<file path="src/logic/sam_pkg.sv">
// Purpose: Shared constants and types for the shared memory address mux.
// Assumes: One 10 MHz clock; the internal byte address is 26 bits (64 MB).
// Notes:   Every figure the block uses is named here once.
package sam_pkg;

  // Pin counts and field positions of the external address bus.
  localparam int ADDR_PINS    = 22;
  localparam int LOW_PINS     = 20;
  localparam int SD_PINS      = 13;
  localparam int BANK_BITS    = 2;
  localparam int INT_ADDR_W   = 26;
  localparam int COL_MIN      = 8;
  localparam int COL_MAX      = 11;

  // Reset values of the pin drivers.
  localparam logic [19:0] LOW_RST  = 20'h00000;
  localparam logic [1:0]  BANK_RST = 2'h0;
  localparam logic        STRB_RST = 1'b1;

  // Timing: the figures are in ns, the counts derive from the clock period.
  localparam int CLK_PERIOD_NS = 100;
  localparam int ASYNC_HOLD_NS = 200;
  localparam int RCD_NS        = 20;
  localparam int ASYNC_HOLD_CYC =
    ((ASYNC_HOLD_NS + CLK_PERIOD_NS - 1) / CLK_PERIOD_NS < 1) ? 1 :
    (ASYNC_HOLD_NS + CLK_PERIOD_NS - 1) / CLK_PERIOD_NS;
  localparam int RCD_TICKS =
    ((RCD_NS + CLK_PERIOD_NS - 1) / CLK_PERIOD_NS < 1) ? 1 :
    (RCD_NS + CLK_PERIOD_NS - 1) / CLK_PERIOD_NS;

  // Kind of bank addressed by a transfer.
  typedef enum logic [2:0] {
    SAM_ROM,
    SAM_SRAM,
    SAM_FLASH,
    SAM_SDRAM,
    SAM_IO
  } sam_kind_e;

  // Data width of the addressed bank.
  typedef enum logic [1:0] {
    SAM_W8,
    SAM_W16,
    SAM_W32
  } sam_width_e;

  // One transfer request.
  typedef struct packed {
    sam_kind_e               kind;
    sam_width_e              width;
    logic [INT_ADDR_W-1:0]   addr;
  } sam_req_s;

  // Split SDRAM address.
  typedef struct packed {
    logic [BANK_BITS-1:0] bank;
    logic [SD_PINS-1:0]   row;
    logic [SD_PINS-1:0]   col;
  } sam_sd_addr_s;

  // Byte-to-word shift for a bank width.
  function automatic logic [1:0] sam_width_shift(input sam_width_e w);
    case (w)
      SAM_W16: sam_width_shift = 2'h1;
      SAM_W32: sam_width_shift = 2'h2;
      default: sam_width_shift = 2'h0;
    endcase
  endfunction

endpackage

</file>
<file path="src/logic/sam_addr_mux.sv">
// Purpose: Drives the shared 22-pin external address bus for all banks.
// Assumes: One clock; requests and settings are synchronous to it.
// Notes:   SDRAM start, row-to-column gap and end wait on ticks from the SDRAM clock input.
//
// Functional notes
// - One 22-bit bus shared by all banks.
// - Top pins: address 21/20 or bank select.
// - SDRAM row and column from internal address.
// - Column width programmable from 8 to 11.
// - SDRAM address on low 13, bank top.
// - Other cycles drive the full byte address.
// - Memory banks get width-dependent address shift.
// - I/O banks get no width adjustment.
// - System clock is driven out as SDRAM clock.
// - SDRAM logic timed from SDRAM clock input.
`timescale 1ns/1ps
module sam_addr_mux
  import sam_pkg::*;
#(
  parameter int ASYNC_HOLD = ASYNC_HOLD_CYC,
  parameter int RCD_WAIT   = RCD_TICKS
)
(
  input  wire logic       clock,
  input  wire logic       nrst,
  input  wire logic       sdram_clock_feedback_in,
  input  wire logic [1:0] col_width_sel,
  input  wire logic       req_valid,
  input  wire sam_req_s   req,
  output logic            req_ready,
  output logic [19:0]     addr_low,
  output logic            bank_select_high,
  output logic            bank_select_low,
  output logic            ras_n,
  output logic            cas_n,
  output logic            sdram_cycle,
  output logic            done,
  output logic            system_clock_out
);

  // Sequencer states. The SDRAM path takes several states because its start,
  // row-to-column gap and end must wait for the SDRAM clock; the plain path only counts the
  // hold time.
  typedef enum logic [2:0] {
    ST_IDLE,
    ST_ASYNC,
    ST_SD_START,
    ST_SD_ROW,
    ST_SD_WAIT,
    ST_SD_COL,
    ST_SD_END
  } sam_state_e;

  sam_state_e   state_ff;
  sam_state_e   nxt_state;
  sam_req_s     req_ff;
  logic [1:0]   colw_ff;
  logic [7:0]   count_ff;
  logic [7:0]   nxt_count;
  logic         fb_tick;
  sam_sd_addr_s sd_addr;
  logic [21:0]  async_addr;
  logic [21:0]  pins_ff;
  logic [21:0]  nxt_pins;
  logic         ras_n_ff;
  logic         cas_n_ff;
  logic         done_ff;
  logic         nxt_ras_n;
  logic         nxt_cas_n;
  logic         nxt_done;
  logic         accept;

  // Last count of each wait; the counters start at zero, so one is taken
  // off. Both parameters must be at least one.
  localparam logic [7:0] ASYNC_LAST = 8'(ASYNC_HOLD - 1);
  localparam logic [7:0] RCD_LAST   = 8'(RCD_WAIT - 1);

  // The internal clock leaves the chip unchanged; it is a forwarded clock,
  // so no flop is placed in its path.
  assign system_clock_out = clock;

  // SDRAM pacing comes from the SDRAM clock input, sampled into this domain.
  // The input must run at no more than half the system rate.
  sam_edge_sync u_fb_sync
  (
    .clock      (clock),
    .nrst       (nrst),
    .raw_in     (sdram_clock_feedback_in),
    .rise_pulse (fb_tick)
  );

  // Bank, row and column of the captured request.
  sam_sdram_split u_split
  (
    .byte_addr     (req_ff.addr),
    .width         (req_ff.width),
    .col_width_sel (colw_ff),
    .sd_addr       (sd_addr)
  );

  // A request is taken only while the sequencer is idle.
  assign req_ready = (state_ff == ST_IDLE);
  assign accept    = req_valid && req_ready;

  // Capture the request and the column width for the whole access, so a
  // change of setting in mid-access cannot tear the address.
  always_ff @(posedge clock or negedge nrst)
  begin
    if (!nrst)
    begin
      req_ff  <= '0;
      colw_ff <= 2'h0;
    end
    else if (accept)
    begin
      req_ff  <= req;
      colw_ff <= col_width_sel;
    end
  end

  // Plain byte address: memory banks are shifted down by their width so
  // they wire one-to-one; I/O banks see the raw byte address.
  always_comb
  begin
    if (req_ff.kind == SAM_IO)
    begin
      async_addr = req_ff.addr[ADDR_PINS-1:0];
    end
    else
    begin
      async_addr = 22'(req_ff.addr >> sam_width_shift(req_ff.width));
    end
  end

  // Next state, counter, pins and strobes.
  always_comb
  begin
    nxt_state = state_ff;
    nxt_count = count_ff;
    nxt_pins  = pins_ff;
    nxt_ras_n = STRB_RST;
    nxt_cas_n = STRB_RST;
    nxt_done  = 1'b0;
    case (state_ff)
      ST_IDLE:
      begin
        // The count is cleared here so a value left by an earlier access
        // can never shorten the next one.
        nxt_count = 8'h00;
        if (req_valid)
        begin
          if (req.kind == SAM_SDRAM)
          begin
            nxt_state = ST_SD_START;
          end
          else
          begin
            nxt_state = ST_ASYNC;
          end
        end
      end
      ST_ASYNC:
      begin
        // The whole bus carries the byte address, top pins included.
        nxt_pins = async_addr;
        if (count_ff == ASYNC_LAST)
        begin
          nxt_state = ST_IDLE;
          nxt_done  = 1'b1;
          nxt_count = 8'h00;
        end
        else
        begin
          nxt_count = count_ff + 8'h01;
        end
      end
      ST_SD_START:
      begin
        // Wait for the SDRAM clock before the row phase.
        if (fb_tick)
        begin
          nxt_state = ST_SD_ROW;
        end
      end
      ST_SD_ROW:
      begin
        // Row on the low 13 pins, bank select on the top two.
        nxt_pins  = {sd_addr.bank, 7'h00, sd_addr.row};
        nxt_ras_n = 1'b0;
        nxt_state = ST_SD_WAIT;
        nxt_count = 8'h00;
      end
      ST_SD_WAIT:
      begin
        // Bank bits stay put while the row settles. The gap is counted in
        // SDRAM clock ticks, not system cycles, so it scales with that
        // clock's rate.
        nxt_pins = {sd_addr.bank, pins_ff[LOW_PINS-1:0]};
        if (fb_tick)
        begin
          if (count_ff == RCD_LAST)
          begin
            nxt_state = ST_SD_COL;
          end
          else
          begin
            nxt_count = count_ff + 8'h01;
          end
        end
      end
      ST_SD_COL:
      begin
        // Column with the programmed width, same bank.
        nxt_pins  = {sd_addr.bank, 7'h00, sd_addr.col};
        nxt_cas_n = 1'b0;
        nxt_state = ST_SD_END;
      end
      ST_SD_END:
      begin
        // The column stays on the pins until the SDRAM clock has had an
        // edge to sample it; only then is the access reported done.
        if (fb_tick)
        begin
          nxt_state = ST_IDLE;
          nxt_done  = 1'b1;
        end
      end
      default:
      begin
        // An unused state code falls back to idle rather than hanging.
        nxt_state = ST_IDLE;
      end
    endcase
  end

  // Sequencer state and step counter.
  always_ff @(posedge clock or negedge nrst)
  begin
    if (!nrst)
    begin
      state_ff <= ST_IDLE;
      count_ff <= 8'h00;
    end
    else
    begin
      state_ff <= nxt_state;
      count_ff <= nxt_count;
    end
  end

  // Pin drivers are registered so the bus never glitches between phases.
  always_ff @(posedge clock or negedge nrst)
  begin
    if (!nrst)
    begin
      pins_ff <= {BANK_RST, LOW_RST};
    end
    else
    begin
      pins_ff <= nxt_pins;
    end
  end

  // Strobes are one-cycle low pulses; they idle high.
  always_ff @(posedge clock or negedge nrst)
  begin
    if (!nrst)
    begin
      ras_n_ff <= STRB_RST;
      cas_n_ff <= STRB_RST;
    end
    else
    begin
      ras_n_ff <= nxt_ras_n;
      cas_n_ff <= nxt_cas_n;
    end
  end

  // Completion pulse.
  always_ff @(posedge clock or negedge nrst)
  begin
    if (!nrst)
    begin
      done_ff <= 1'b0;
    end
    else
    begin
      done_ff <= nxt_done;
    end
  end

  // Pin outputs; the top two pins double as bank select.
  assign addr_low         = pins_ff[LOW_PINS-1:0];
  assign bank_select_high = pins_ff[ADDR_PINS-1];
  assign bank_select_low  = pins_ff[LOW_PINS];
  assign ras_n            = ras_n_ff;
  assign cas_n            = cas_n_ff;
  assign done             = done_ff;

  // High through the whole SDRAM access, start to completion.
  // It is decoded from the state register alone, so inputs cannot glitch it.
  assign sdram_cycle = (state_ff == ST_SD_START) || (state_ff == ST_SD_ROW) ||
                       (state_ff == ST_SD_WAIT) || (state_ff == ST_SD_COL) ||
                       (state_ff == ST_SD_END);

endmodule

</file>
<file path="src/logic/sam_edge_sync.sv">
// Purpose: Brings the SDRAM clock input into the clock domain as a tick.
// Assumes: The input toggles slower than half the system clock.
// Notes:   The first stage feeds only the second stage.
`timescale 1ns/1ps
module sam_edge_sync
  import sam_pkg::*;
(
  input  wire logic clock,
  input  wire logic nrst,
  input  wire logic raw_in,
  output logic      rise_pulse
);

  logic meta_ff;
  logic sync_ff;
  logic last_ff;

  // Two-stage synchroniser followed by an edge history flop.
  always_ff @(posedge clock or negedge nrst)
  begin
    if (!nrst)
    begin
      meta_ff <= 1'b0;
      sync_ff <= 1'b0;
      last_ff <= 1'b0;
    end
    else
    begin
      meta_ff <= raw_in;
      sync_ff <= meta_ff;
      last_ff <= sync_ff;
    end
  end

  // One-cycle pulse on each rising edge of the synchronised input.
  assign rise_pulse = sync_ff & ~last_ff;

endmodule

</file>
<file path="src/logic/sam_sdram_split.sv">
// Purpose: Splits an internal byte address into SDRAM bank, row and column.
// Assumes: Column width code 0..3 means 8..11 column bits.
// Notes:   Purely combinational; the caller registers the result.
`timescale 1ns/1ps
module sam_sdram_split
  import sam_pkg::*;
(
  input  wire logic [INT_ADDR_W-1:0] byte_addr,
  input  wire sam_width_e            width,
  input  wire logic [1:0]            col_width_sel,
  output sam_sd_addr_s               sd_addr
);

  logic [INT_ADDR_W-1:0] word_addr;
  logic [3:0]            col_bits;
  logic [INT_ADDR_W-1:0] col_mask;
  logic [INT_ADDR_W-1:0] row_full;
  logic [INT_ADDR_W-1:0] bank_full;

  // The bank width turns the byte address into a word address first.
  always_comb
  begin
    word_addr = byte_addr >> sam_width_shift(width);
    col_bits  = 4'(COL_MIN) + {2'h0, col_width_sel};
    col_mask  = (INT_ADDR_W'(1) << col_bits) - INT_ADDR_W'(1);
    row_full  = word_addr >> col_bits;
    bank_full = row_full >> SD_PINS;
    sd_addr.col  = SD_PINS'(word_addr & col_mask);
    sd_addr.row  = row_full[SD_PINS-1:0];
    sd_addr.bank = bank_full[BANK_BITS-1:0];
  end

endmodule

</file>
<file path="config.mk">
export PLATFORM = sky130hd
export DESIGN_NAME = sam_addr_mux
export DESIGN_NICKNAME = d
export VERILOG_FILES = /design/src/logic/sam_pkg.sv /design/src/logic/sam_addr_mux.sv /design/src/logic/sam_edge_sync.sv /design/src/logic/sam_sdram_split.sv
export SDC_FILE = /design/constraint.sdc
export NUM_CORES = 1
export LEC_CHECK = 0
export ABC_AREA = 0
export BUFFER_PORTS_ARGS = -buffer_cell sky130_fd_sc_hd__clkbuf_2
export CAP_MARGIN = 20
export CORE_MARGIN = 4
export CORE_UTILIZATION = 30
export CTS_BUF_LIST = sky130_fd_sc_hd__clkbuf_16
export DETAILED_ROUTE_END_ITERATION = 8
export PLACE_DENSITY = 0.43
export SYNTH_ARGS = -nofsm -noshare
export SYNTH_HDL_FRONTEND = slang
export SYNTH_HIERARCHICAL = 1
export SYNTH_SLANG_ARGS = --single-unit
</file>
<file path="constraint.sdc">
create_clock -name clock -period 4 [get_ports clock]
set_clock_uncertainty 0.1 [all_clocks]
set_input_delay 0.4 -clock clock [delete_from_list [all_inputs] [get_ports clock]]
set_output_delay 0.4 -clock clock [all_outputs]
set_load 0.005 [all_outputs]
</file>
Word level (Yosys, flattened, before mapping)
Index checks and enable logic that the tools add are counted.
{ "word_totals": {"reg_bits": 72} }
{ "op_classes": {"eq_ne": 18, "shift": 4, "bitwise": 4, "add_sub_neg": 3, "n_reduce_logical": 14, "muxes": 21} }
{ "ops": {"columns": ["operator", "count"], "rows": [
  ["$pmux W22 S4", 1],
  ["$shr A26 B2 Y22", 1],
  ["$shr A26 B2 Y26", 1],
  ["$shr A26 B4 Y15", 1],
  ["$mux W8", 3],
  ["$pmux W8 S3", 1],
  ["$mux W22", 1],
  ["$pmux W3 S7", 1],
  ["$mux W3", 6],
  ["$ne A2 B2 Y1 const B", 7],
  ["$and A13 B13 Y13", 1],
  ["$shl A1 B4 Y13 const A", 1],
  ["$sub A13 B2 Y13 const B", 1],
  ["$eq A3 B3 Y1 const B", 4],
  ["$eq A3 B2 Y1 const B", 3],
  ["$add A8 B1 Y8 const B", 1],
  ["$eq A8 B1 Y1 const B", 1],
  ["$logic_not A8 Y1", 1],
  ["$reduce_and A6 Y1", 1],
  ["$reduce_bool A3 Y1", 2],
  ["$add A4 B2 Y4 const A", 1],
  ["$logic_or A1 B1 Y1", 4],
  ["$mux W1", 4],
  ["$mux W2", 2],
  ["13 further kinds", 14]
]} }

Depth between registers and ports, before layout
{ "depth": {"ltp_word": 6, "ltp_mapped": 9, "ltp_nobuf": 7} }

Modules after synthesis
Netlist, hierarchy kept.
{ "by_module_without_submodules": {"columns": ["mod", "area_per_inst_um2", "instances", "cells_per_inst"], "rows": [
  ["sam_addr_mux", 3841.2, 1, 368],
  ["sam_sdram_split", 1317.5, 1, 183],
  ["sam_edge_sync", 88.8, 1, 4]
]} }

==> qor.csv <==
stage,metric,value,unit
floorplan,rows,48,
power,power_density,1013,nW/um^2
floorplan,fp.dieW,140.3,um
final_layout,diodes,0,
yosys,netlist.area_leader.share,33.38,%
sta,fin_crit_sh,72.56,%
global_routing,grt_pass1_wl,26160,um
place,dp_hpwl,11110,um
yosys,synth_edf_count,0,
yosys,netlist_area,5248,sq um
yosys,synth_ff_type,dfrtp_1,
final_layout,drive_above_1_share,22.77,%
status,outcome,completed,
yosys,synthArstFlopShare,100.0,%
global_routing,grt_usage,16.69,%
yosys,syn_inst,555,
flow_run,max_cap_viol_count,0,
sta,rsz0062_at_grt,false,
critical_path,crit_path_end_kind,flop,
critical_path,path_class,flop to flop,
routing,wirelength,16140,um
global_routing,grt_pass1_vias,4689,
final_layout,fin_util,35.42,%
yosys,yosysMostFrequentCell,dfrtp_1,
critical_path,reg2reg_depth,7,
sta,finalSetupViolations,0,
routing,dr.pass1.iters,4,
global_routing,antenna_found_initial,0,
yosys,synth.avg_cell_area,9.455,sq um
clock_network,clk_latency,0.46,ns
floorplan,start_util,30.44,%
floorplan,io_pins,65,
yosys,seq_area_frac_synth,34.38,%
critical_path,required,4.24,ns
sta,relSlewSlack,33.76,%
sta,clock.fmax,344.6,MHz
critical_path,r2r_start,colw_ff[1],
sta,period_minus_slack,2.902,ns
floorplan,coreArea,17240,sq um
global_routing,overflow,0,
routing,vias,4595,
floorplan,fp.dieH,140.3,um
yosys,syn-num-nets,596,
critical_path,cp-start-kind,flop,
yosys,ys_ff_latch,72,
yosys,synth_commonest_cells,"dfrtp_1, mux2i_1, o21ai_0, nor2b_1, nand2_1",
final_layout,final_nets,642,
sta,finalSetupTns,0,ns
critical_path,r2r-end,pins_ff[4],
yosys,yosysTopAreaCell,dfrtp_1,
place,portBuffers,64,
final_layout,synthToLayoutAreaGrowth,16.33,%
critical_path,cp-startpoint,colw_ff[1],
global_routing,grt_max_degree,73,
sta,slew_viol_final,0,
place,globalplace.congestion,0.8537,
clock_network,clk_pin_slew,0.06,ns
routing,wl_per_cell,19.42,um
critical_path,regToRegSetupSlack,1.10,ns
critical_path,cp_data_arrival_time,3.15,ns
power,ir_worst_vdd,0.3830,mV
min_path,worstHoldPathType,primary input to flop,
routing,drc,0,
routing,vias_per_cell,5.529,
critical_path,crit_end,pins_ff[4],
clock_network,tritoncts,built,
yosys,ys_types,69,
routing,drt_iter0_markers,262,
routing,drtAntennaViolNets,0,
place,dp_cells,809,
sta,hold_violations,0,
power,p_leak,2.607,nW
floorplan,die_area,19670,sq um
final_layout,final_cells,831,
sta,holdWs,0.05786,ns
yosys,yosys-top-cells-area,"dfrtp_1, mux2i_1, mux2_2, nor2b_1, mux2_1",
critical_path,cp_max_fo,21,
power,finalPower,6.186,mW
yosys,synth-warning-count,6,
clock_network,cts_post_setup_buffers_inserted,0,
sta,worst_pin_slew,0.9936,ns
==> final cells by class <==
class,count,area (sq um)
fillers,1809,11130
multi-input cells,415,3107
inverters,22,82.58
clock inverters,7,62.56
well taps,225,281.5
clock buffers,13,305.3
flip-flops and latches,72,1805
repair buffers,77,460.4
==> where the power goes <==
part | switching (mW) | leakage (nW) | internal (mW)
logic | 1.97 | 1.54 | 1.63
clock network | 0.352 | 0.183 | 0.611
registers | 0.593 | 0.885 | 1.04
total | 2.91 | 2.61 | 3.27
==> layer usage <==
metal / GRT usage [%] / vias to the layer above / wire length [um]
met5: 0 / - / 0
met4: 6.017 / 0 / 310
met3: 3.619 / 20 / 746
met2: 27.12 / 134 / 7693
met1: 21.88 / 2274 / 7386
li1: - / 2167 / -
==> critical path, stage by stage, from the launching register on <==
cell	delay (ns)
dfrtp_1	1.00
mux2i_1	0.43
nor2b_1	0.11
o21bai_1	0.19
mux4_2	0.48
nor2b_1	0.12
o22ai_1	0.09
a32o_1	0.27
==> worst min-delay path by stage <==
stage	depth (start not counted)	slack [ns]	end	startpoint
after floorplan	0	0.004	colw_ff[0]	nrst
after global placement	0	0.24	u_fb_sync/sync_ff	u_fb_sync/meta_ff
after detailed placement	0	0.23	u_fb_sync/sync_ff	u_fb_sync/meta_ff
after CTS	2	0.04	req_ff[17]	req[17]
after global routing	2	0.05	req_ff[19]	req[19]
final	2	0.06	req_ff[21]	req[21]
==> cells in the final DEF (no fill, tap or decap), drive strengths merged, types with 5 or more instances in the layout <==
cell type / n
clkbuf: 75
dfrtp: 70
mux2i: 51
o21ai: 44
mux2: 44
nor2b: 32
nand2: 30
nor2: 27
o211ai: 25
a21oi: 23
inv: 22
o22ai: 19
a32o: 14
nand2b: 13
buf: 13
a22oi: 12
a211oi: 7
o31ai: 7
a22o: 6
and3: 5
clkinv: 5
==> sequential cells by signal (all words and copies together) (netlist names) <==
register and flops:
cas_n 1, u_fb_sync/meta_ff 1, u_fb_sync/sync_ff 1, pins_ff 22
u_fb_sync/last_ff 1, count_ff 8, req_ff 31, colw_ff 2
done 1, ras_n 1, state_ff 3
==> through the flow <==
| stage | setup slack, ns | area [sq um] |
|---|---|---|
| after global routing | 0.9848 | 6105 |
| final | 1.098 | 6105 |
| after floorplan | 1.389 | 5248 |
| after detailed placement | 1.128 | 5694 |
| after global placement | 1.222 | 5687 |
| after CTS | 1.122 | 6067 |
==> cell families (layout without fill, tap and decap cells) <==
logic type / after synthesis / in the layout / share of synthesized area [%]
AOI/OAI and AO/OA: 178 / 178 / 23.41
buffers and inverters: 68 / 119 / 6.486
muxes: 97 / 97 / 20.24
other: 1 / 1 / 0.07146
DFF: 72 / 72 / 34.38
xor gates and xnor gates: 3 / 3 / 0.5008
adders and majority gates: 4 / 4 / 0.9538
and+or+nand+nor: 132 / 132 / 13.95
==> timing repair <==
| action | in CTS | in global routing |
|---|---|---|
| hold buffers | 1 | 1 |
| endpoints found under the hold margin | 1 | 27 |
| resized for setup | 0 | 0 |
Power figures use the tool's default switching activity.
